## src/fifo_queue_pkg.sv

```systemverilog
// Constants, register map and carrier types for the configurable queue
package fifo_queue_pkg;

  // Register bus layout
  localparam int         AXI_AW        = 8;
  localparam int         AXI_DW        = 32;
  localparam logic [7:0] REG_CTRL      = 8'h00;
  localparam logic [7:0] REG_STATUS    = 8'h04;
  localparam logic [7:0] REG_IRQ_STAT  = 8'h08;
  localparam logic [7:0] REG_IRQ_MASK  = 8'h0C;
  localparam logic [7:0] REG_COUNT     = 8'h10;

  // Bus responses
  localparam logic [1:0] RESP_OKAY     = 2'h0;
  localparam logic [1:0] RESP_SLVERR   = 2'h2;

  // Control register fields
  localparam int         CTRL_THRU_BIT = 0;
  localparam logic       CTRL_THRU_RST = 1'h0;

  // Status register fields
  localparam int         ST_EMPTY_BIT  = 0;
  localparam int         ST_FULL_BIT   = 1;
  localparam int         ST_NE_BIT     = 2;
  localparam int         ST_NF_BIT     = 3;
  localparam int         ST_BLK_BIT    = 4;

  // Interrupt fields
  localparam int         IRQ_W         = 4;
  localparam logic [3:0] IRQ_MASK_RST  = 4'h0;

  // Timing
  localparam int         CLK_PERIOD_NS = 25;
  localparam int         BLACKOUT_CYC  = 20;
  localparam int         RST_LATENCY   = 1;

  // Sticky queue events, overflow in bit 0
  typedef struct packed {
    logic empty_hit;
    logic full_hit;
    logic underflow;
    logic overflow;
  } irq_ev_t;

  // Queue fill state
  typedef struct packed {
    logic blackout;
    logic nearly_full;
    logic nearly_empty;
    logic full;
    logic empty;
  } fill_state_t;

endpackage : fifo_queue_pkg

```

## src/configurable_fifo_queue.sv

```systemverilog
// Configurable first-in first-out queue with AXI4-Lite control and status
//
// Chosen here: the address map and register access over AXI4-Lite.
`timescale 1ns/1ps

// Overview of operation
// - A write with enable stores the input word in the next free slot.
// - Standard mode updates read data only when the consumer asserts read enable.
// - Words leave in exactly the order they were stored.
// - Full flag is high whenever every slot holds a word.
// - Empty flag is high whenever no word is stored.
// - Fill fraction is count over depth, binary point above its top bit.
// - Fill fraction output exists by default; a parameter can remove it.
// - Fall-through mode shows the oldest word unasked whenever data is present.
// - Output pipeline option adds exactly one cycle to read data and valid.
// - With the pipeline option, reset loads read data with a chosen value.
// - Depth is configurable from 16 up to 64K words.
// - Optional reset input passes through a configurable register chain, default one.
// - Reads and writes are ignored for 20 cycles after reset.
// - Optional word count output reports the number of stored words.
// - Nearly-empty and nearly-full flag outputs are each optional by parameter.
module configurable_fifo_queue #(
  parameter int          DATA_W   = 16,
  parameter int          DEPTH    = 16,
  parameter int          FRAC_W   = 1,
  parameter bit          PIPE_OUT = 1'b0,
  parameter int          RST_LAT  = fifo_queue_pkg::RST_LATENCY,
  parameter int          BLACKOUT = fifo_queue_pkg::BLACKOUT_CYC,
  parameter bit          HAS_RST  = 1'b1,
  parameter bit          HAS_EN   = 1'b1,
  parameter bit          HAS_FRAC = 1'b1,
  parameter bit          HAS_CNT  = 1'b1,
  parameter bit          HAS_NE   = 1'b1,
  parameter bit          HAS_NF   = 1'b1,
  parameter [DATA_W-1:0] DOUT_RST = '0
) (
  input  wire logic                              aclk,
  input  wire logic                              aresetn,
  input  wire logic                              fifo_rst,
  input  wire logic                              en,
  input  wire logic                              wr_en,
  input  wire logic [DATA_W-1:0]                 wr_data,
  input  wire logic                              rd_en,
  output logic      [DATA_W-1:0]                 rd_data,
  output logic                                   rd_valid,
  output logic                                   full,
  output logic                                   empty,
  output logic      [FRAC_W-1:0]                 fill_frac,
  output logic      [$clog2(DEPTH):0]            data_count,
  output logic                                   nearly_empty_flag,
  output logic                                   nearly_full_flag,
  output logic                                   irq,
  input  wire logic [fifo_queue_pkg::AXI_AW-1:0] s_axi_awaddr,
  input  wire logic                              s_axi_awvalid,
  output logic                                   s_axi_awready,
  input  wire logic [fifo_queue_pkg::AXI_DW-1:0] s_axi_wdata,
  input  wire logic [3:0]                        s_axi_wstrb,
  input  wire logic                              s_axi_wvalid,
  output logic                                   s_axi_wready,
  output logic      [1:0]                        s_axi_bresp,
  output logic                                   s_axi_bvalid,
  input  wire logic                              s_axi_bready,
  input  wire logic [fifo_queue_pkg::AXI_AW-1:0] s_axi_araddr,
  input  wire logic                              s_axi_arvalid,
  output logic                                   s_axi_arready,
  output logic      [fifo_queue_pkg::AXI_DW-1:0] s_axi_rdata,
  output logic      [1:0]                        s_axi_rresp,
  output logic                                   s_axi_rvalid,
  input  wire logic                              s_axi_rready
);

  localparam int          ADDR_W = $clog2(DEPTH);
  localparam int          CNT_W  = ADDR_W + 1;
  localparam int          BLK_W  = $clog2(BLACKOUT + 1) + 1;
  localparam int          RL     = RST_LAT;
  localparam [CNT_W-1:0]  CNT_FULL = CNT_W'(DEPTH);
  localparam [CNT_W-1:0]  CNT_ONE  = CNT_W'(1);
  localparam [BLK_W-1:0]  BLK_LOAD = BLK_W'(BLACKOUT);

  // Fill fraction, saturating at all ones when full
  function automatic logic [FRAC_W-1:0] frac_of(input logic [CNT_W-1:0] c);
    frac_of = c[ADDR_W] ? {FRAC_W{1'b1}} : c[ADDR_W-1 -: FRAC_W];
  endfunction : frac_of

  function automatic logic [CNT_W-1:0] step(input logic [CNT_W-1:0] c,
                                            input logic up, input logic dn);
    step = c + CNT_W'(up) - CNT_W'(dn);
  endfunction : step

  // Reset chain and blackout
  logic [RL-1:0]      rst_chain_r;
  logic [BLK_W-1:0]   blk_cnt_r;
  logic               core_rst;
  logic               blackout;

  assign core_rst = !aresetn || rst_chain_r[RL-1];
  assign blackout = (blk_cnt_r != '0);

  always_ff @(posedge aclk) begin
    if (!aresetn) begin
      rst_chain_r <= '1;
    end else begin
      rst_chain_r <= RL'({rst_chain_r, HAS_RST && fifo_rst});
    end
  end

  always_ff @(posedge aclk) begin
    if (core_rst) begin
      blk_cnt_r <= BLK_LOAD;
    end else if (blackout) begin
      blk_cnt_r <= blk_cnt_r - BLK_W'(1);
    end
  end

  // Storage and pointers
  logic [DATA_W-1:0]  mem [DEPTH];
  logic [ADDR_W-1:0]  wr_ptr_r;
  logic [ADDR_W-1:0]  rd_ptr_r;
  logic [CNT_W-1:0]   count_r;
  logic [CNT_W-1:0]   count_nxt;
  logic [ADDR_W-1:0]  rd_ptr_nxt;
  logic               fall_through_mode_r;
  logic               run;
  logic               push;
  logic               pop;
  logic [DATA_W-1:0]  head_q;
  logic [DATA_W-1:0]  next_head;
  logic [DATA_W-1:0]  core_dout_r;
  logic               core_valid_r;
  logic [DATA_W-1:0]  pipe_dout_r;
  logic               pipe_valid_r;

  assign run        = (!HAS_EN || en) && !core_rst && !blackout;
  assign full       = (count_r == CNT_FULL);
  assign empty      = (count_r == '0);
  assign push       = run && wr_en && !full;
  assign pop        = run && rd_en && !empty;
  assign count_nxt  = step(count_r, push, pop);
  assign rd_ptr_nxt = rd_ptr_r + ADDR_W'(pop);
  assign head_q     = mem[rd_ptr_r];
  assign next_head  = (push && wr_ptr_r == rd_ptr_nxt) ? wr_data : mem[rd_ptr_nxt];

  always_ff @(posedge aclk) begin
    if (push) begin
      mem[wr_ptr_r] <= wr_data;
    end
  end

  always_ff @(posedge aclk) begin
    if (core_rst) begin
      wr_ptr_r <= '0;
      rd_ptr_r <= '0;
      count_r  <= '0;
    end else begin
      wr_ptr_r <= wr_ptr_r + ADDR_W'(push);
      rd_ptr_r <= rd_ptr_nxt;
      count_r  <= count_nxt;
    end
  end

  // Output word: on request in standard mode, head tracking in fall-through
  always_ff @(posedge aclk) begin
    if (core_rst) begin
      core_dout_r  <= DOUT_RST;
      core_valid_r <= 1'b0;
    end else if (!HAS_EN || en) begin
      if (fall_through_mode_r) begin
        core_dout_r  <= next_head;
        core_valid_r <= (count_nxt != '0);
      end else begin
        core_valid_r <= pop;
        if (pop) begin
          core_dout_r <= head_q;
        end
      end
    end
  end

  always_ff @(posedge aclk) begin
    if (core_rst) begin
      pipe_dout_r  <= DOUT_RST;
      pipe_valid_r <= 1'b0;
    end else if (!HAS_EN || en) begin
      pipe_dout_r  <= core_dout_r;
      pipe_valid_r <= core_valid_r;
    end
  end

  assign rd_data           = PIPE_OUT ? pipe_dout_r : core_dout_r;
  assign rd_valid          = PIPE_OUT ? pipe_valid_r : core_valid_r;
  assign fill_frac         = HAS_FRAC ? frac_of(count_r) : '0;
  assign data_count        = HAS_CNT ? count_r : '0;
  assign nearly_empty_flag = HAS_NE && (count_r == CNT_ONE);
  assign nearly_full_flag  = HAS_NF && (count_r == CNT_FULL - CNT_ONE);

  // Events and interrupt
  localparam int               IRQ_W_L = fifo_queue_pkg::IRQ_W;
  fifo_queue_pkg::irq_ev_t     ev;
  fifo_queue_pkg::fill_state_t fs;
  logic [IRQ_W_L-1:0]          irq_stat_r;
  logic [IRQ_W_L-1:0]          irq_stat_nxt;
  logic [IRQ_W_L-1:0]          irq_mask_r;
  logic                        stat_clr;

  assign ev.overflow  = run && wr_en && full && !pop;
  assign ev.underflow = run && rd_en && empty;
  assign ev.full_hit  = (count_r != CNT_FULL) && (count_nxt == CNT_FULL);
  assign ev.empty_hit = (count_r != '0) && (count_nxt == '0);
  assign fs           = '{blackout: blackout, nearly_full: nearly_full_flag,
                          nearly_empty: nearly_empty_flag, full: full, empty: empty};
  assign irq_stat_nxt = (irq_stat_r & ~{IRQ_W_L{stat_clr}}) | ev;
  assign irq          = |(irq_stat_r & irq_mask_r);

  // AXI4-Lite slave
  logic                              aw_held_r;
  logic                              w_held_r;
  logic [fifo_queue_pkg::AXI_AW-1:0] awaddr_r;
  logic [fifo_queue_pkg::AXI_DW-1:0] wdata_r;
  logic [3:0]                        wstrb_r;
  logic                              bvalid_r;
  logic [1:0]                        bresp_r;
  logic                              rvalid_r;
  logic [1:0]                        rresp_r;
  logic [fifo_queue_pkg::AXI_DW-1:0] rdata_r;
  logic                              aw_take;
  logic                              w_take;
  logic                              ar_take;
  logic                              do_write;
  logic [fifo_queue_pkg::AXI_AW-1:0] wa;
  logic [fifo_queue_pkg::AXI_DW-1:0] wd;
  logic [3:0]                        ws;
  logic                              wr_ctrl;
  logic                              wr_mask;
  logic                              wr_hit;
  logic                              rd_hit;
  logic [fifo_queue_pkg::AXI_DW-1:0] rd_word;

  assign s_axi_awready = !aw_held_r && !bvalid_r;
  assign s_axi_wready  = !w_held_r && !bvalid_r;
  assign s_axi_arready = !rvalid_r;
  assign aw_take  = s_axi_awvalid && s_axi_awready;
  assign w_take   = s_axi_wvalid && s_axi_wready;
  assign ar_take  = s_axi_arvalid && s_axi_arready;
  assign do_write = (aw_held_r || aw_take) && (w_held_r || w_take);
  assign wa       = aw_held_r ? awaddr_r : s_axi_awaddr;
  assign wd       = w_held_r ? wdata_r : s_axi_wdata;
  assign ws       = w_held_r ? wstrb_r : s_axi_wstrb;
  assign wr_ctrl  = do_write && wa == fifo_queue_pkg::REG_CTRL && ws[0];
  assign wr_mask  = do_write && wa == fifo_queue_pkg::REG_IRQ_MASK && ws[0];
  assign wr_hit   = wa == fifo_queue_pkg::REG_CTRL || wa == fifo_queue_pkg::REG_IRQ_MASK;
  assign stat_clr = ar_take && s_axi_araddr == fifo_queue_pkg::REG_IRQ_STAT;
  assign rd_hit   = s_axi_araddr inside {fifo_queue_pkg::REG_CTRL, fifo_queue_pkg::REG_STATUS,
                    fifo_queue_pkg::REG_IRQ_STAT, fifo_queue_pkg::REG_IRQ_MASK,
                    fifo_queue_pkg::REG_COUNT};
  assign rd_word  =
    (s_axi_araddr == fifo_queue_pkg::REG_CTRL)     ? 32'(fall_through_mode_r) :
    (s_axi_araddr == fifo_queue_pkg::REG_STATUS)   ? 32'(fs) :
    (s_axi_araddr == fifo_queue_pkg::REG_IRQ_STAT) ? 32'(irq_stat_r) :
    (s_axi_araddr == fifo_queue_pkg::REG_IRQ_MASK) ? 32'(irq_mask_r) :
    (s_axi_araddr == fifo_queue_pkg::REG_COUNT)    ? 32'(count_r) : 32'h0000_0000;

  always_ff @(posedge aclk) begin
    if (!aresetn) begin
      fall_through_mode_r <= fifo_queue_pkg::CTRL_THRU_RST;
      irq_mask_r <= fifo_queue_pkg::IRQ_MASK_RST;
      irq_stat_r <= '0;
    end else begin
      irq_stat_r <= irq_stat_nxt;
      if (wr_ctrl) begin
        fall_through_mode_r <= wd[fifo_queue_pkg::CTRL_THRU_BIT];
      end
      if (wr_mask) begin
        irq_mask_r <= wd[IRQ_W_L-1:0];
      end
    end
  end

  always_ff @(posedge aclk) begin
    if (!aresetn) begin
      aw_held_r <= 1'b0;
      w_held_r  <= 1'b0;
      awaddr_r  <= '0;
      wdata_r   <= '0;
      wstrb_r   <= '0;
      bvalid_r  <= 1'b0;
      bresp_r   <= fifo_queue_pkg::RESP_OKAY;
    end else begin
      if (aw_take) begin
        awaddr_r <= s_axi_awaddr;
      end
      if (w_take) begin
        wdata_r <= s_axi_wdata;
        wstrb_r <= s_axi_wstrb;
      end
      aw_held_r <= !do_write && (aw_held_r || aw_take);
      w_held_r  <= !do_write && (w_held_r || w_take);
      if (do_write) begin
        bvalid_r <= 1'b1;
        bresp_r  <= wr_hit ? fifo_queue_pkg::RESP_OKAY : fifo_queue_pkg::RESP_SLVERR;
      end else if (s_axi_bready) begin
        bvalid_r <= 1'b0;
      end
    end
  end

  always_ff @(posedge aclk) begin
    if (!aresetn) begin
      rvalid_r <= 1'b0;
      rresp_r  <= fifo_queue_pkg::RESP_OKAY;
      rdata_r  <= '0;
    end else if (ar_take) begin
      rvalid_r <= 1'b1;
      rresp_r  <= rd_hit ? fifo_queue_pkg::RESP_OKAY : fifo_queue_pkg::RESP_SLVERR;
      rdata_r  <= rd_word;
    end else if (s_axi_rready) begin
      rvalid_r <= 1'b0;
    end
  end

  assign s_axi_bvalid = bvalid_r;
  assign s_axi_bresp  = bresp_r;
  assign s_axi_rvalid = rvalid_r;
  assign s_axi_rresp  = rresp_r;
  assign s_axi_rdata  = rdata_r;
endmodule : configurable_fifo_queue

```

## config.mk

```make
export PLATFORM = sky130hd
export DESIGN_NAME = configurable_fifo_queue
export DESIGN_NICKNAME = d
export VERILOG_FILES = /design/src/fifo_queue_pkg.sv /design/src/configurable_fifo_queue.sv
export SDC_FILE = /design/constraint.sdc
export NUM_CORES = 1
export LEC_CHECK = 0
export BUFFER_PORTS_ARGS = -buffer_cell sky130_fd_sc_hd__buf_4
export CORE_UTILIZATION = 36
export CTS_BUF_LIST = sky130_fd_sc_hd__clkbuf_8
export DETAILED_ROUTE_END_ITERATION = 10
export SYNTH_ARGS = -nofsm -noshare
export SYNTH_HDL_FRONTEND = slang
export SYNTH_SLANG_ARGS = --single-unit
```

## constraint.sdc

```tcl
create_clock -name aclk -period 5.24 [get_ports aclk]
set_input_delay 0.786 -clock aclk [delete_from_list [all_inputs] [get_ports aclk]]
set_output_delay 0.786 -clock aclk [all_outputs]
set_load 0.005 [all_outputs]
```

Word level (Yosys, flattened, before mapping). Memory sizes are Yosys's and may differ from the RTL's. A register that Yosys moved wholly into a read port is not among the register bits. Cells that the tools add are included.

Logic and storage cells: 116. Bits of input ports: 79. Memories: 1. Latch bits: 0. Register bits after elaboration: 99. RAM bits: 256. Bits in read-only memories: 0. Output and inout port bits: 69.

Reductions and logical operators: 53. Order comparisons: 0. Multiply operators: 0. Mux-type cells: 22. $add $sub $neg: 5. Div/mod/pow operators: 0. Eq/ne operators: 11. Shift operators: 0. Bitwise operators: 4.

Memory list: mem (words 16, bits a word 16, rd ports 2, clocked after Yosys merged registers in 1, wr ports 1, line configurable_fifo_queue.sv:116) `logic [DATA_W-1:0] mem [DEPTH];`.

Operators by type and width (number): $mux 16 (3); $logic_and 1x1->1 (25); $mux 5 (5); $eq 8x4->1 const B (3); $logic_not 8->1 (2); $reduce_bool 5->1 (3); $logic_not 1->1 (11); $eq 5x5->1 const B (2); $logic_not 5->1 (2); $mux 1 (9); $add 4x1->4 (2); $and 4x4->4 (2); $eq 8x3->1 const B (1); $eq 8x5->1 const B (1); $mux 4 (2); $mux 8 (1); $reduce_bool 2->1 (3); $reduce_bool 6->1 (1); $sub 6x1->6 const B (1); $add 5x1->5 (1); $eq 5x1->1 const B (1); $eq 5x4->1 const B (1); $ne 5x5->1 const B (1); $sub 5x1->5 (1); 7 further kinds (11).

Longest topological paths before layout. Gate-level depths: netlist (run 1).

Depth in word-level cells: 12. Mapped depth: 17. Mapped depth without buffers: 17.

Worst setup path before layout (run 1). Ideal clock, no wire load.

Kind: input to register. Start: in aresetn. End: reg core_dout_r[3] (netlist: rd_data[3]). Arrival: 3.799 ns. Cell stages on the path: 15. Library setup time: 0.077 ns. Setup slack: 1.364 ns. Cells stage by stage: clkbuf_1 nor2b_1 and3_1 nand2_1 nor2_1 ha_1 ha_1 xor2_1 clkbuf_1 clkbuf_1 nand2_1 a21oi_1 a41o_1 nand2_1 a41oi_2.

Longest elaborated chain between the ends: 12. Elaborated cells on any way between the ends: 17.

RTL lines: start, declared (line configurable_fifo_queue.sv:38) `input wire logic aresetn,`; $logic_not 1->1 (*); $logic_or 1x1->1 (*) (line configurable_fifo_queue.sv:96) `assign core_rst = !aresetn || rst_chain_r[RL-1];`; branches (longest 10 deep; another with $mem_v2 16x16); end signal, assigned (line configurable_fifo_queue.sv:168) `core_dout_r <= next_head;`; end signal, assigned (line configurable_fifo_queue.sv:173) `core_dout_r <= head_q;`; end, declared (line configurable_fifo_queue.sv:128) `logic [DATA_W-1:0] core_dout_r;`.

Every way passes the cells marked *. A chain may end at the register's enable or synchronous reset.

Final worst setup path (run 1).
Start: reg blk_cnt_r[2]. End: reg core_dout_r[9] (netlist: rd_data[9]).

Longest elaborated chain between the ends: 10. Elaborated cells on any way between the ends: 15.

RTL lines: start, declared (line configurable_fifo_queue.sv:92) `logic [BLK_W-1:0] blk_cnt_r;`; start signal, assigned (line configurable_fifo_queue.sv:111) `blk_cnt_r <= blk_cnt_r - BLK_W'(1);`; $reduce_bool 6->1 (*) (line configurable_fifo_queue.sv:97) `assign blackout = (blk_cnt_r != '0);`; $logic_not 1->1 (*) (line configurable_fifo_queue.sv:133) `assign run = (!HAS_EN || en) && !core_rst && !blackout;`; $logic_and 1x1->1 (*) (line configurable_fifo_queue.sv:133); $logic_and 1x1->1 (*) (2 in series) (line configurable_fifo_queue.sv:137) `assign pop = run && rd_en && !empty;`; $add 4x1->4 (*) (line configurable_fifo_queue.sv:139) `assign rd_ptr_nxt = rd_ptr_r + ADDR_W'(pop);`; named net rd_ptr_nxt[0] (line configurable_fifo_queue.sv:121) `logic [ADDR_W-1:0] rd_ptr_nxt;`; branches (longest 2 deep; another with $mem_v2 16x16); $mux 16 (*) (line configurable_fifo_queue.sv:141) `assign next_head = (push && wr_ptr_r == rd_ptr_nxt) ? wr_data : mem[rd_ptr_nxt];`; $mux 16 (*) (line configurable_fifo_queue.sv:167) `if (fall_through_mode_r) begin`.

Mark *: on every way through the listed nets, which the timed path passes.

==> results of run 1 <==
[per-layer routing]
metal	up-vias	part of all wire (%)	wire length (µm)	global-route usage, %
li1	4738	-	-	-
met3	98	7.4	3330	3.69
met5	-	0.025	11	0
met4	2	3.2	1450	8.22
met2	429	46	20700	31.9
met1	5452	43	19300	27.8
[synthesized netlist by cell type, types with 4 or more instances]
cell type / count
nand2b_1: 13
buf_4: 29
a2111oi_0: 12
o22ai_1: 4
a211oi_1: 19
a22o_1: 15
a41o_1: 16
xnor2_1: 11
nand2_1: 149
inv_1: 19
o21ai_0: 23
ha_1: 14
edfxtp_1: 256
mux2_2: 5
buf_2: 6
a41oi_2: 9
o211ai_1: 5
clkbuf_1: 56
a21oi_1: 37
nand3_1: 38
a22oi_1: 24
and3_1: 4
a221oi_1: 12
buf_1: 14
nor2_1: 63
a31oi_1: 5
nor3_1: 9
dfxtp_1: 70
a41oi_1: 6
or3_1: 4
xor2_1: 6
and2_1: 12
mux2i_1: 98
mux4_2: 65
nor2b_1: 23
[stage by stage]
step	std cells	total power, µW
2_1_floorplan	1217	2940
3_3_place_gp	1823	3000
3_5_place_dp	1823	3010
4_1_cts	1924	5190
5_1_grt	1924	5310
6_report	1924	5140
[worst reg2reg max path, delay by kind of cell, from the launching register on]
kind            cells  cell delay (ns)
fa+ha+maj           1             0.80
flops               1             0.34
simple gates        7             1.88
compound gates      2             1.09
xor+xnor            1             0.17
[cell families (layout without fill, tap and decap cells)]
group / after synthesis / count (layout) / share of synthesized area, %
AND/OR/NAND/NOR: 336 / 336 / 9.98
flip-flops: 326 / 326 / 58.1
AO/OA/AOI/OAI: 198 / 198 / 9.67
multiplexers: 168 / 168 / 16.0
buffers and inverters: 127 / 249 / 3.89
XOR/XNOR: 18 / 18 / 1.10
adder cells (fa/ha/maj): 15 / 15 / 1.25
other: 1 / 29 / 0.0240
[registers in the layout (all words and copies together) (netlist names)]
register,cells
mem,256
rd_data,16
awaddr_r,8
blk_cnt_r,6
data_count,5
s_axi_rdata,5
irq_mask_r,4
irq_stat_r,4
rd_ptr_r,4
wdata_r,4
wr_ptr_r,4
aw_held_r,1
fall_through_mode_r,1
rd_valid,1
rst_chain_r,1
s_axi_bresp,1
s_axi_bvalid,1
s_axi_rresp,1
s_axi_rvalid,1
w_held_r,1
wstrb_r,1
[power breakdown]
group	total (µW)	switching, µW	internal, µW	leakage, µW
Combinational	142	83.8	58.4	0.00261
Clock	2190	1050	1130	0.000598
Sequential	2810	11.0	2800	0.00287
[layout make-up]
type / count / area (µm²) / area share (%)
clock inverters: 42 / 229 / 1.27
inverters: 20 / 75.1 / 0.415
well taps: 585 / 732 / 4.05
multi-input cells: 764 / 6150 / 34.0
clock buffers: 59 / 812 / 4.49
flip-flops and latches: 326 / 9090 / 50.3
repair buffers: 128 / 986 / 5.45
[worst max-delay path by stage]
stage,slack (ns),from,endpoint,depth (start not counted)
global placement,0.96,blk_cnt_r[2],rd_data[0],11
CTS,0.91,blk_cnt_r[2],rd_data[9],11
finish,0.89,blk_cnt_r[2],rd_data[9],11
global route,0.65,blk_cnt_r[2],rd_data[9],11
floorplan,1.36,aresetn,rd_data[3],15
detailed placement,0.92,blk_cnt_r[2],rd_data[5],11
==> run summary, run 1 <==
The run finished with clean final reports. The vertical die dimension is 210 µm. Setup repair after global routing left no endpoint under its margin. The instance area at placement is 0.0170 mm². The arrival time of the worst setup path is 4.89 ns. The cell count after synthesis is 1189.

STA classifies the critical path startpoint as a register. The total detailed-routing wirelength came out at 44800 µm. The kind of cell adding the most delay to the critical path is simple AND/OR/NAND/NOR gates. Across every metal layer, demand over resource in global routing totals 20.3%.

The netlist uses 65 different library cells. The reg2reg setup slack came out at 0.89 ns. The clock root buffer master is clkbuf_8.

The I/O pin count is 148. The number of remaining DRC errors is 0. The filler cell count in the final layout is 3967. The sequential fraction of the synthesis area came out at 58.1%.

The post-detailed-placement half-perimeter wirelength is 26800 µm. The later pin in the worst-skew pair is clocked with a latency of 0.65 ns. The clock tree from TritonCTS is done.

The hold-critical path endpoint is s_axi_rvalid. The post-layout instance area is 0.0181 mm². The number of hold-repair buffers added at the cts stage is 0.

The number of CTS-inserted buffers came out at 55. The number of clock sinks is 326. The remaining max-slew budget at the tightest pin came out at 22.4%.

At the worst endpoint, the required time is 5.78 ns. The floorplan die width came out at 210 µm. The class of the tightest hold or removal check is primary input to register.

The number of maximum-capacitance violations came out at 0. The number of global-route vias before repair came to 10700. The number of cells on the worst reg-to-reg path is 11.

The floorplan die area came out at 0.0443 mm². The hold-critical path depth is 2. The max-slew violation count was 0.

The average cell area after synthesis came out at 13.2 µm². The antenna violation net count after detailed routing came out at 0. The total power density per cell area is 284 mW/mm². In this design, the critical path's most frequently occurring cell is nand2_1. The congestion estimate from routability-driven global placement came to 0.840. At the pin with the least slew margin, the transition time is 1.14 ns. The total number of nets in the final design came out at 1389. The total setup buffers inserted after CTS came out at 0. Walking the worst path, the cells encountered are or3_4 -> nor3b_1 -> and3_1 -> nand2_1 -> nor2_1 -> ha_2 -> xnor2_1 -> nand4_1 -> o21a_1 -> nand2_1 -> a41oi_1. The largest stage delay on the critical path came out at 0.84 ns.

The ratio of final minimum period to clock period came out at 83.0%. edfxtp_1 takes more of the synthesized area than any other cell. For this block, the initial DRC count from the detailed router was 908. Among all stages on the critical path, the largest delay is contributed by o21a_1. The top achievable clock speed is 230 MHz. The layout cell share with drive strength beyond 1 came out at 23.3%. Clock-pin slew was measured on the worst setup and hold paths at 0.07 ns. The worst setup path is captured at a register. After synthesis, the cell types taking the most area are edfxtp_1, mux4_2, dfxtp_1, mux2i_1, nand2_1. The synthesized flop and latch total is 326.

The number of antenna violations at the first check in global routing came to 1. The critical path class is register to register. The total congestion overflow came out at 0. From synthesis to final layout, the design area changed by 15.6%. The buffer levels on the longest clock path came out at 3. The overall via count from detail_route came out at 10700. The routed design could run at a clock period as short as 4.35 ns.

Leaving out fill and tap cells, the most frequent cells in the layout are edfxtp_1, nand2_1, buf_4, mux2i_1, dfxtp_1. The least setup slack across all paths after layout came out at 0.891 ns. The number of resized instances in the post-cts repair step came out at 0. The first TritonRoute pass finished after 6 iterations.

The cell area after technology mapping came out at 0.0156 mm². The total of endpoints with negative setup slack in the final report is 0. The starting density of the core is 36.4%. The buffers plus inverters on the worst setup path is 0. The worst-case setup slack after placement is 0.923 ns.

The area of the core region came out at 0.0430 mm². The total number of H-tree levels is 2. The number of warning messages in the yosys log is 0.

At the end of the flow the core is filled with cells to 42.1%. In this run the critical register-to-register path is launched from blk_cnt_r[2]. In this run the critical register-to-register path is captured at rd_data[9]. The proportion of synthesized flip-flops having asynchronous set or reset is 0%. The post-detailed-route wirelength per cell came out at 23.3 µm. Yosys mapped a number of flops with a built-in enable equal to 256. The most instantiated flip-flop cell in the synthesis netlist is edfxtp_1.

The routed via count divided by cell count is 5.57. The first global-routing pass estimated 66600 µm of wire. The area share of the largest cell type after synthesis is 49.1%. In this run the most critical hold path is launched from s_axi_rready. Hold timing on the final database bottoms out at a slack of 0.330 ns. The leakage dissipation came out at 0.00607 µW. The antenna diode count came out at 0. On the final layout, the worst clock skew is 0.0352 ns.

Along the worst path, the maximum fanout reaches 22. The hold violation total from the final report is 0. Entering global routing, the biggest net connects 81 pins.

The count of buffers from port buffering is 87. The worst ir drop on vdd came out at 0.000164 V. The cell row count came out at 76. Leaving out fill and tap cells, the most frequent cell in the layout is edfxtp_1. The final total negative setup slack is 0 ns.
Note: power is estimated with default switching activity, not from simulation.
==> inputs of run 2 (changes only) <==
--- a/config.mk
+++ b/config.mk
@@ -5,6 +5,7 @@
 export SDC_FILE = /design/constraint.sdc
 export NUM_CORES = 1
 export LEC_CHECK = 0
+export ABC_AREA = 1
 export BUFFER_PORTS_ARGS = -buffer_cell sky130_fd_sc_hd__buf_4
 export CORE_UTILIZATION = 36
 export CTS_BUF_LIST = sky130_fd_sc_hd__clkbuf_8
==> constraint.sdc (replaced) <==
create_clock -name aclk -period 4 [get_ports aclk]
set_input_delay 0.6 -clock aclk [delete_from_list [all_inputs] [get_ports aclk]]
set_output_delay 0.6 -clock aclk [all_outputs]
set_load 0.005 [all_outputs]
==> run summary, run 2 <==
By count the netlist is led by nand2_1, nand3_1, inv_1, edfxtp_1, nor2_1. The number of antenna violations at the first check in global routing is 2. The ratio of final minimum period to clock period is 82.6%.

The routed design has 53900 µm of wire. In the synthesized netlist the dominant register cell turns out to be edfxtp_1. For this run, the number of Yosys warnings is 0. By startpoint and endpoint, the worst setup path is classified as register to register. The flow ran to the end, and the final reports show no timing, DRC or antenna violations. The vertical die dimension came out at 222 µm. The count of buffers added on input and output ports is 87. The number of remaining DRC errors came out at 0. The area share of the largest cell type after synthesis came out at 44.0%. The total power draw came out at 6770 µW. The most frequently used cell type in the post-synthesis netlist is nand2_1. Entering global routing, the biggest net connects 165 pins. The filler cell count in the final layout is 4779.

Detailed routing inserted a total of 15300 vias. The final weighted congestion in routability-driven placement came out at 0.892. The worst hold path belongs to the class primary input to register.

The clock tree synthesis step divided the H-tree into 2 levels. The antenna violation net count after detailed routing came out at 0. Summed over all instances, the cell type with the most area after synthesis is edfxtp_1. The leading cell type in the layout, fill and taps excluded is nand2_1. The number of flops mapped to enable cells by yosys is 256. Measured against its own limit, the worst slew margin works out to 40.2%. The register with the most flip-flops in the layout has 256 of them. The number of maximum-capacitance violations came out at 0. In this run the core area contains 80 standard-cell rows. The floorplan die area is 0.0494 mm². The number of global-route vias before repair is 15000. The number of hold-repair buffers added at the cts stage came out at 0. The max-slew violation count is 0. The cell count of the worst reg-to-reg path is 17. Sorting the synthesized cells by area gives the leading types as edfxtp_1, nand2_1, nand3_1, dfxtp_1, inv_1. The total setup buffers inserted after CTS came out at 0. TritonCTS built the clock tree. The first-pass iteration count of the detailed router is 6. The hold-critical path depth came out at 2. The post-route core utilization came out at 41.3%. The arrival time of the worst setup path came out at 3.79 ns. TritonCTS created 55 clock buffers. Of all nets on the critical path, the largest fanout is 110. The slowest stage of the critical path is the dfxtp_1 cell. The floorplan die width came out at 222 µm. The I/O pin count is 148.

The final clock skew came out at 0.0286 ns. No sink is reached through more buffers than the 3 on the longest clock path. The final total negative setup slack is 0 ns. The instance area at placement came out at 0.0187 mm². The starting density of the core is 36.5%.

Dividing the detail-routed wire length by the instance count gives 18.5 µm. The largest stage delay on the critical path came out at 0.35 ns. The leakage dissipation is 0.00844 µW.

The total number of nets in the final design is 2356. Setup violations remaining at the end of the flow were counted as 0. The hold violation total from the final report came out at 0. The total congestion overflow came out at 0.

The number of distinct library cell variants in the gate-level netlist after synthesis is 39. STA classifies the critical path startpoint as a register. The iteration-0 DRC count of the detailed router came out at 1625. The post-detailed-placement half-perimeter wirelength is 31600 µm. The clock-pin slew on the worst setup and hold paths came out at 0.06 ns. The cell count after synthesis is 2190. The post-layout instance area is 0.0198 mm². The number of resized instances in the post-cts repair step came out at 0. Traced cell by cell, the critical path runs through inv_1 -> ha_1 -> nand4_1 -> nand4_1 -> inv_1 -> ha_4 -> buf_12 -> buf_4 -> nand2_1 -> nand3_1 -> nand3_1 -> nand3_1 -> nand2_1 -> nor2_1 -> nor2_1 -> nor2_1 -> nor2_1. After floorplanning, the core was sized to cover 0.0478 mm².

In this run the cell area of the synthesized design comes to 0.0175 mm². In the layout the commonest cells are nand2_1, nand3_1, inv_1, edfxtp_1, nor2_1. Each instance of the synthesized netlist takes up on average 7.98 µm².

At the pin with the least slew margin, the transition time is 0.898 ns. Using the TritonRoute via totals, the vias-per-cell ratio works out to 5.24. The total power density per cell area came out at 343 mW/mm². The worst-case IR drop observed on VDD is 0.000221 V. The proportion of synthesized flip-flops having asynchronous set or reset is 0%. At the worst endpoint, the required time is 4.49 ns. Setup repair after global routing left no endpoint under its margin. The total routing resource utilization after global routing is 21.7%. The first-pass GRT wire length came out at 82900 µm.

The synthesized flop and latch total came out at 326. The area overhead of the layout relative to synthesis is 13.0%. The top achievable clock speed is 303 MHz. The number of antenna diodes in the final layout is 0.

Ranked by flip-flop count, first place goes to mem. The number of clock sinks is 326. For the worst-skew pair, the clock arrives at the later sink with an insertion delay of 0.62 ns. The tree is rooted in a clkbuf_8. The sequential fraction of the synthesis area is 52.0%. The kind of end point of the critical path is a register. Cells with a size suffix above 1 make up 10.7% of the layout. After layout, the minimum clock period comes to 3.30 ns. The cell repeated most along the worst path is nor2_1.
run 2: cell types whose count changed in the layout (fill, tap and decap cells not counted), sizes merged, moves of 16 or more:
cell / delta
a211oi: -19
mux4: -65
a22oi: -24
inv: +292
nand2: +445
nor2b: -23
a41o: -16
o211ai: +44
nor2: +136
o21ai: +41
nand3: +353
mux2i: -94
a22o: -16
run 2: per-layer routing:
metal | vias to the layer above | part of all wire, % | track usage (%)
li1 | 7230 | - | -
met1 | 7183 | 43 | 28.4
met2 | 743 | 45 | 34.9
met3 | 153 | 8.8 | 4.17
met4 | 4 | 3.4 | 9.09
met5 | - | 0.045 | 0
run 2: critical path: cells and delay by family (launching register included):
family,cells,cell delay [ns]
adder cells (fa/ha/maj),2,0.54
buffers and inverters,4,0.89
AND/OR/NAND/NOR,11,1.27
flip-flops,1,0.35
run 2: area by class of cell:
| cell class | instances | area (µm²) | area share, % |
|---|---|---|---|
| clock buffers | 60 | 826 | 4.18 |
| clock inverters | 41 | 213 | 1.08 |
| inverters | 312 | 1180 | 5.96 |
| multi-input cells | 1434 | 6600 | 33.4 |
| flip-flops and latches | 326 | 9100 | 46.0 |
| well taps | 615 | 769 | 3.90 |
| repair buffers | 133 | 1070 | 5.43 |
run 2: cell families after synthesis:
kind of cell               synth area share (%)
adders and majority gates                  1.12
DFF                                        52.0
other                                    0.0215
buffers and inverters                      11.1
AOI/OAI and AO/OA                          5.99
muxes                                     0.229
and+or+nand+nor                            29.3
xor gates and xnor gates                  0.150
run 2: metrics by stage:
step	hold WS (ns)	std cells	worst slack [ns]
final	0.186	2921	0.696
after global routing	0.160	2921	0.393
after CTS	0.143	2921	0.722
after detailed placement	0.450	2820	0.634
after global placement	0.443	2820	0.632
after floorplan	0.422	2218	1.24
run 2: worst paths after layout:
kind / end / from / slack [ns]
max reg2reg: rd_data[14] / data_count[2] / 0.70
max: rd_data[14] / data_count[2] / 0.70
min reg2reg: blk_cnt_r[0] / blk_cnt_r[0] / 0.45
min: rst_chain_r / fifo_rst / 0.19
run 2: power by group:
group / total (µW) / switching [µW] / internal (µW)
Sequential: 3690 / 17.4 / 3670
Clock: 2870 / 1380 / 1500
Combinational: 211 / 135 / 75.5
Total: 6770 / 1530 / 5240
==> inputs of run 3 (changes only) <==
==> constraint.sdc (replaced) <==
create_clock -name aclk -period 3.27 [get_ports aclk]
set_input_delay 0.4905 -clock aclk [delete_from_list [all_inputs] [get_ports aclk]]
set_output_delay 0.4905 -clock aclk [all_outputs]
set_load 0.005 [all_outputs]
==> run summary, run 3 (same netlist as run 2, synthesis figures left out) <==
The run finished with clean final reports. The worst ir drop on vdd came out at 0.000322 V. In the routed design, unresolved DRC markers number 0. The ratio of final minimum period to clock period is 92.1%.

The congestion estimate from routability-driven global placement came to 0.890. The max-slew violation count was 0. The total of endpoints with negative setup slack in the final report is 0.

The library cell used most frequently in the layout, excluding fill and tap cells, is nand2_1. The I/O pin count came out at 148. The number of clock sinks is 326. The number of maximum-capacitance violations is 0. The area overhead of the layout relative to synthesis came out at 14.9%. The hold violation total from the final report is 0. The flip-flop count of the largest register, all copies and words added is 256. The class of the tightest hold or removal check is primary input to register. Dividing the detail-routed wire length by the instance count gives 18.1 µm.

The worst setup path is launched from a register. The floorplan die area is 0.0494 mm². In the layout the commonest cells are nand2_1, nand3_1, inv_1, edfxtp_1, nor2_1. The leakage dissipation came out at 0.00864 µW. The filler cell count in the final layout came out at 4668.

The slew at the pin closest to its max-slew limit came out at 1.07 ns. The maximum number of pins on one net before global-route repair came out at 200. The top achievable clock speed came out at 332 MHz. The number of placed instances with taps included came out at 2847. The post-route netlist has 12.2% of its cells at a drive strength greater than 1. The first-pass GRT wire length came out at 82100 µm. The clock passes through at most 3 buffers. The total congestion overflow is 0. The largest fanout on the critical path is 5. Using the TritonRoute via totals, the vias-per-cell ratio works out to 5.20. The final total negative setup slack came out at 0 ns. The total power draw is 8370 µW. The clock-pin slew on the worst setup and hold paths is 0.06 ns. The cell row count is 80. The total detailed-routing wirelength is 53500 µm. At the end of the flow the core is filled with cells to 42.0%. After the first detailed-routing iteration, the DRC count stood at 1556. The required time of the worst setup path came out at 3.79 ns. The non-filler instance count after layout came out at 2956.

The antenna violation net count after detailed routing is 0. The remaining max-slew budget at the tightest pin came out at 28.3%. The overall via count from detail_route is 15400.

The worst setup path is of the register to register kind. The tightest hold margin came out at 0.0488 ns. The number of hold-repair buffers added at the cts stage came out at 0. At the worst endpoint, the arrival time is 3.53 ns. Clock latency on the worst-skew pair, taken at its later pin, is 0.68 ns. The floorplan die width is 222 µm. The post-detailed-placement half-perimeter wirelength came out at 32800 µm.

The total power density per cell area is 417 mW/mm². The vertical die dimension came out at 222 µm. The first-pass iteration count of the detailed router is 6. The core region is 0.0478 mm². The register bank with the most flops is mem. The starting density of the core came out at 36.5%. The number of antenna violations at the first check in global routing came out at 2. The kind of end point of the critical path is a register. The total number of H-tree levels came out at 2. The total number of nets in the final design is 2387. The cell sitting at the root of the clock tree is a clkbuf_8.

The minimum clock period after layout is 3.01 ns. The total routing resource utilization after global routing is 21.6%. TritonCTS built the clock tree. Setup repair after global routing left no endpoint under its margin. Clock tree synthesis inserted a total of 55 buffers. The number of global-route vias before repair is 14400. Port buffering added 87 buffers. The final clock skew is 0.0542 ns.
-- run 3: cell type report --
class / instances / area, µm² / share of cell area, %
Sequential cell: 326 / 9100 / 45.3
Multi-Input combinational cell: 1434 / 6600 / 32.9
Timing Repair Buffer: 164 / 1340 / 6.69
Inverter: 312 / 1180 / 5.86
Clock buffer: 64 / 881 / 4.39
Tap cell: 615 / 769 / 3.83
Clock inverter: 40 / 204 / 1.02
Antenna cell: 1 / 2.50 / 0.0125
-- run 3: path summary, 6_finish.rpt --
kind                startpoint      endpoint  slack [ns]  depth (start not counted)
setup / recovery  blk_cnt_r[0]      rd_valid        0.26                         19
hold / removal        fifo_rst   rst_chain_r        0.05                          2
setup reg to reg  blk_cnt_r[0]      rd_valid        0.26                         19
hold reg to reg   blk_cnt_r[0]  blk_cnt_r[0]        0.46                          1
-- run 3: layer usage --
metal / routed length [µm] / GRT usage (%) / up-vias
li1: - / - / 7303
met5: 12 / 0 / -
met1: 23000 / 29.2 / 7112
met4: 1950 / 8.98 / 2
met2: 23800 / 33.6 / 769
met3: 4770 / 4.27 / 177
-- run 3: power by group --
group | internal, µW | switching [µW] | total, µW | leakage [µW]
combinational | 93.2 | 165 | 258 | 0.00513
sequential | 4490 | 21.1 | 4510 | 0.00287
clock | 1860 | 1740 | 3600 | 0.000644
total | 6450 | 1920 | 8370 | 0.00864
-- run 3: critical path, stage by stage, from the launching register on --
cell and delay (ns):
dfxtp_1 0.32, inv_1 0.13, ha_1 0.16, nand2_1 0.08, nor2_4 0.19, nand4_1 0.13, inv_1 0.13, ha_1 0.24
inv_1 0.05, ha_1 0.15, inv_1 0.06, fa_1 0.42, o21ai_0 0.18, nand2_1 0.08, nand2_1 0.06, nand2_1 0.04
nand2_1 0.12, nand3_1 0.09, o21ai_1 0.16, a21oi_1 0.08
-- run 3: repair_timing --
action / CTS / global route
buffers inserted: 0 / 4
gates resized for setup: 0 / 3
endpoints found under the setup margin: 0 / 10
-- run 3: stage by stage --
| step | instance area, µm² | worst slack, ns |
|---|---|---|
| final | 20100 | 0.258 |
| after global routing | 20100 | 0.0130 |
| after CTS | 20000 | 0.145 |
| after detailed placement | 18900 | 0.182 |
| after global placement | 18900 | 0.175 |
| after floorplan | 17600 | 0.513 |
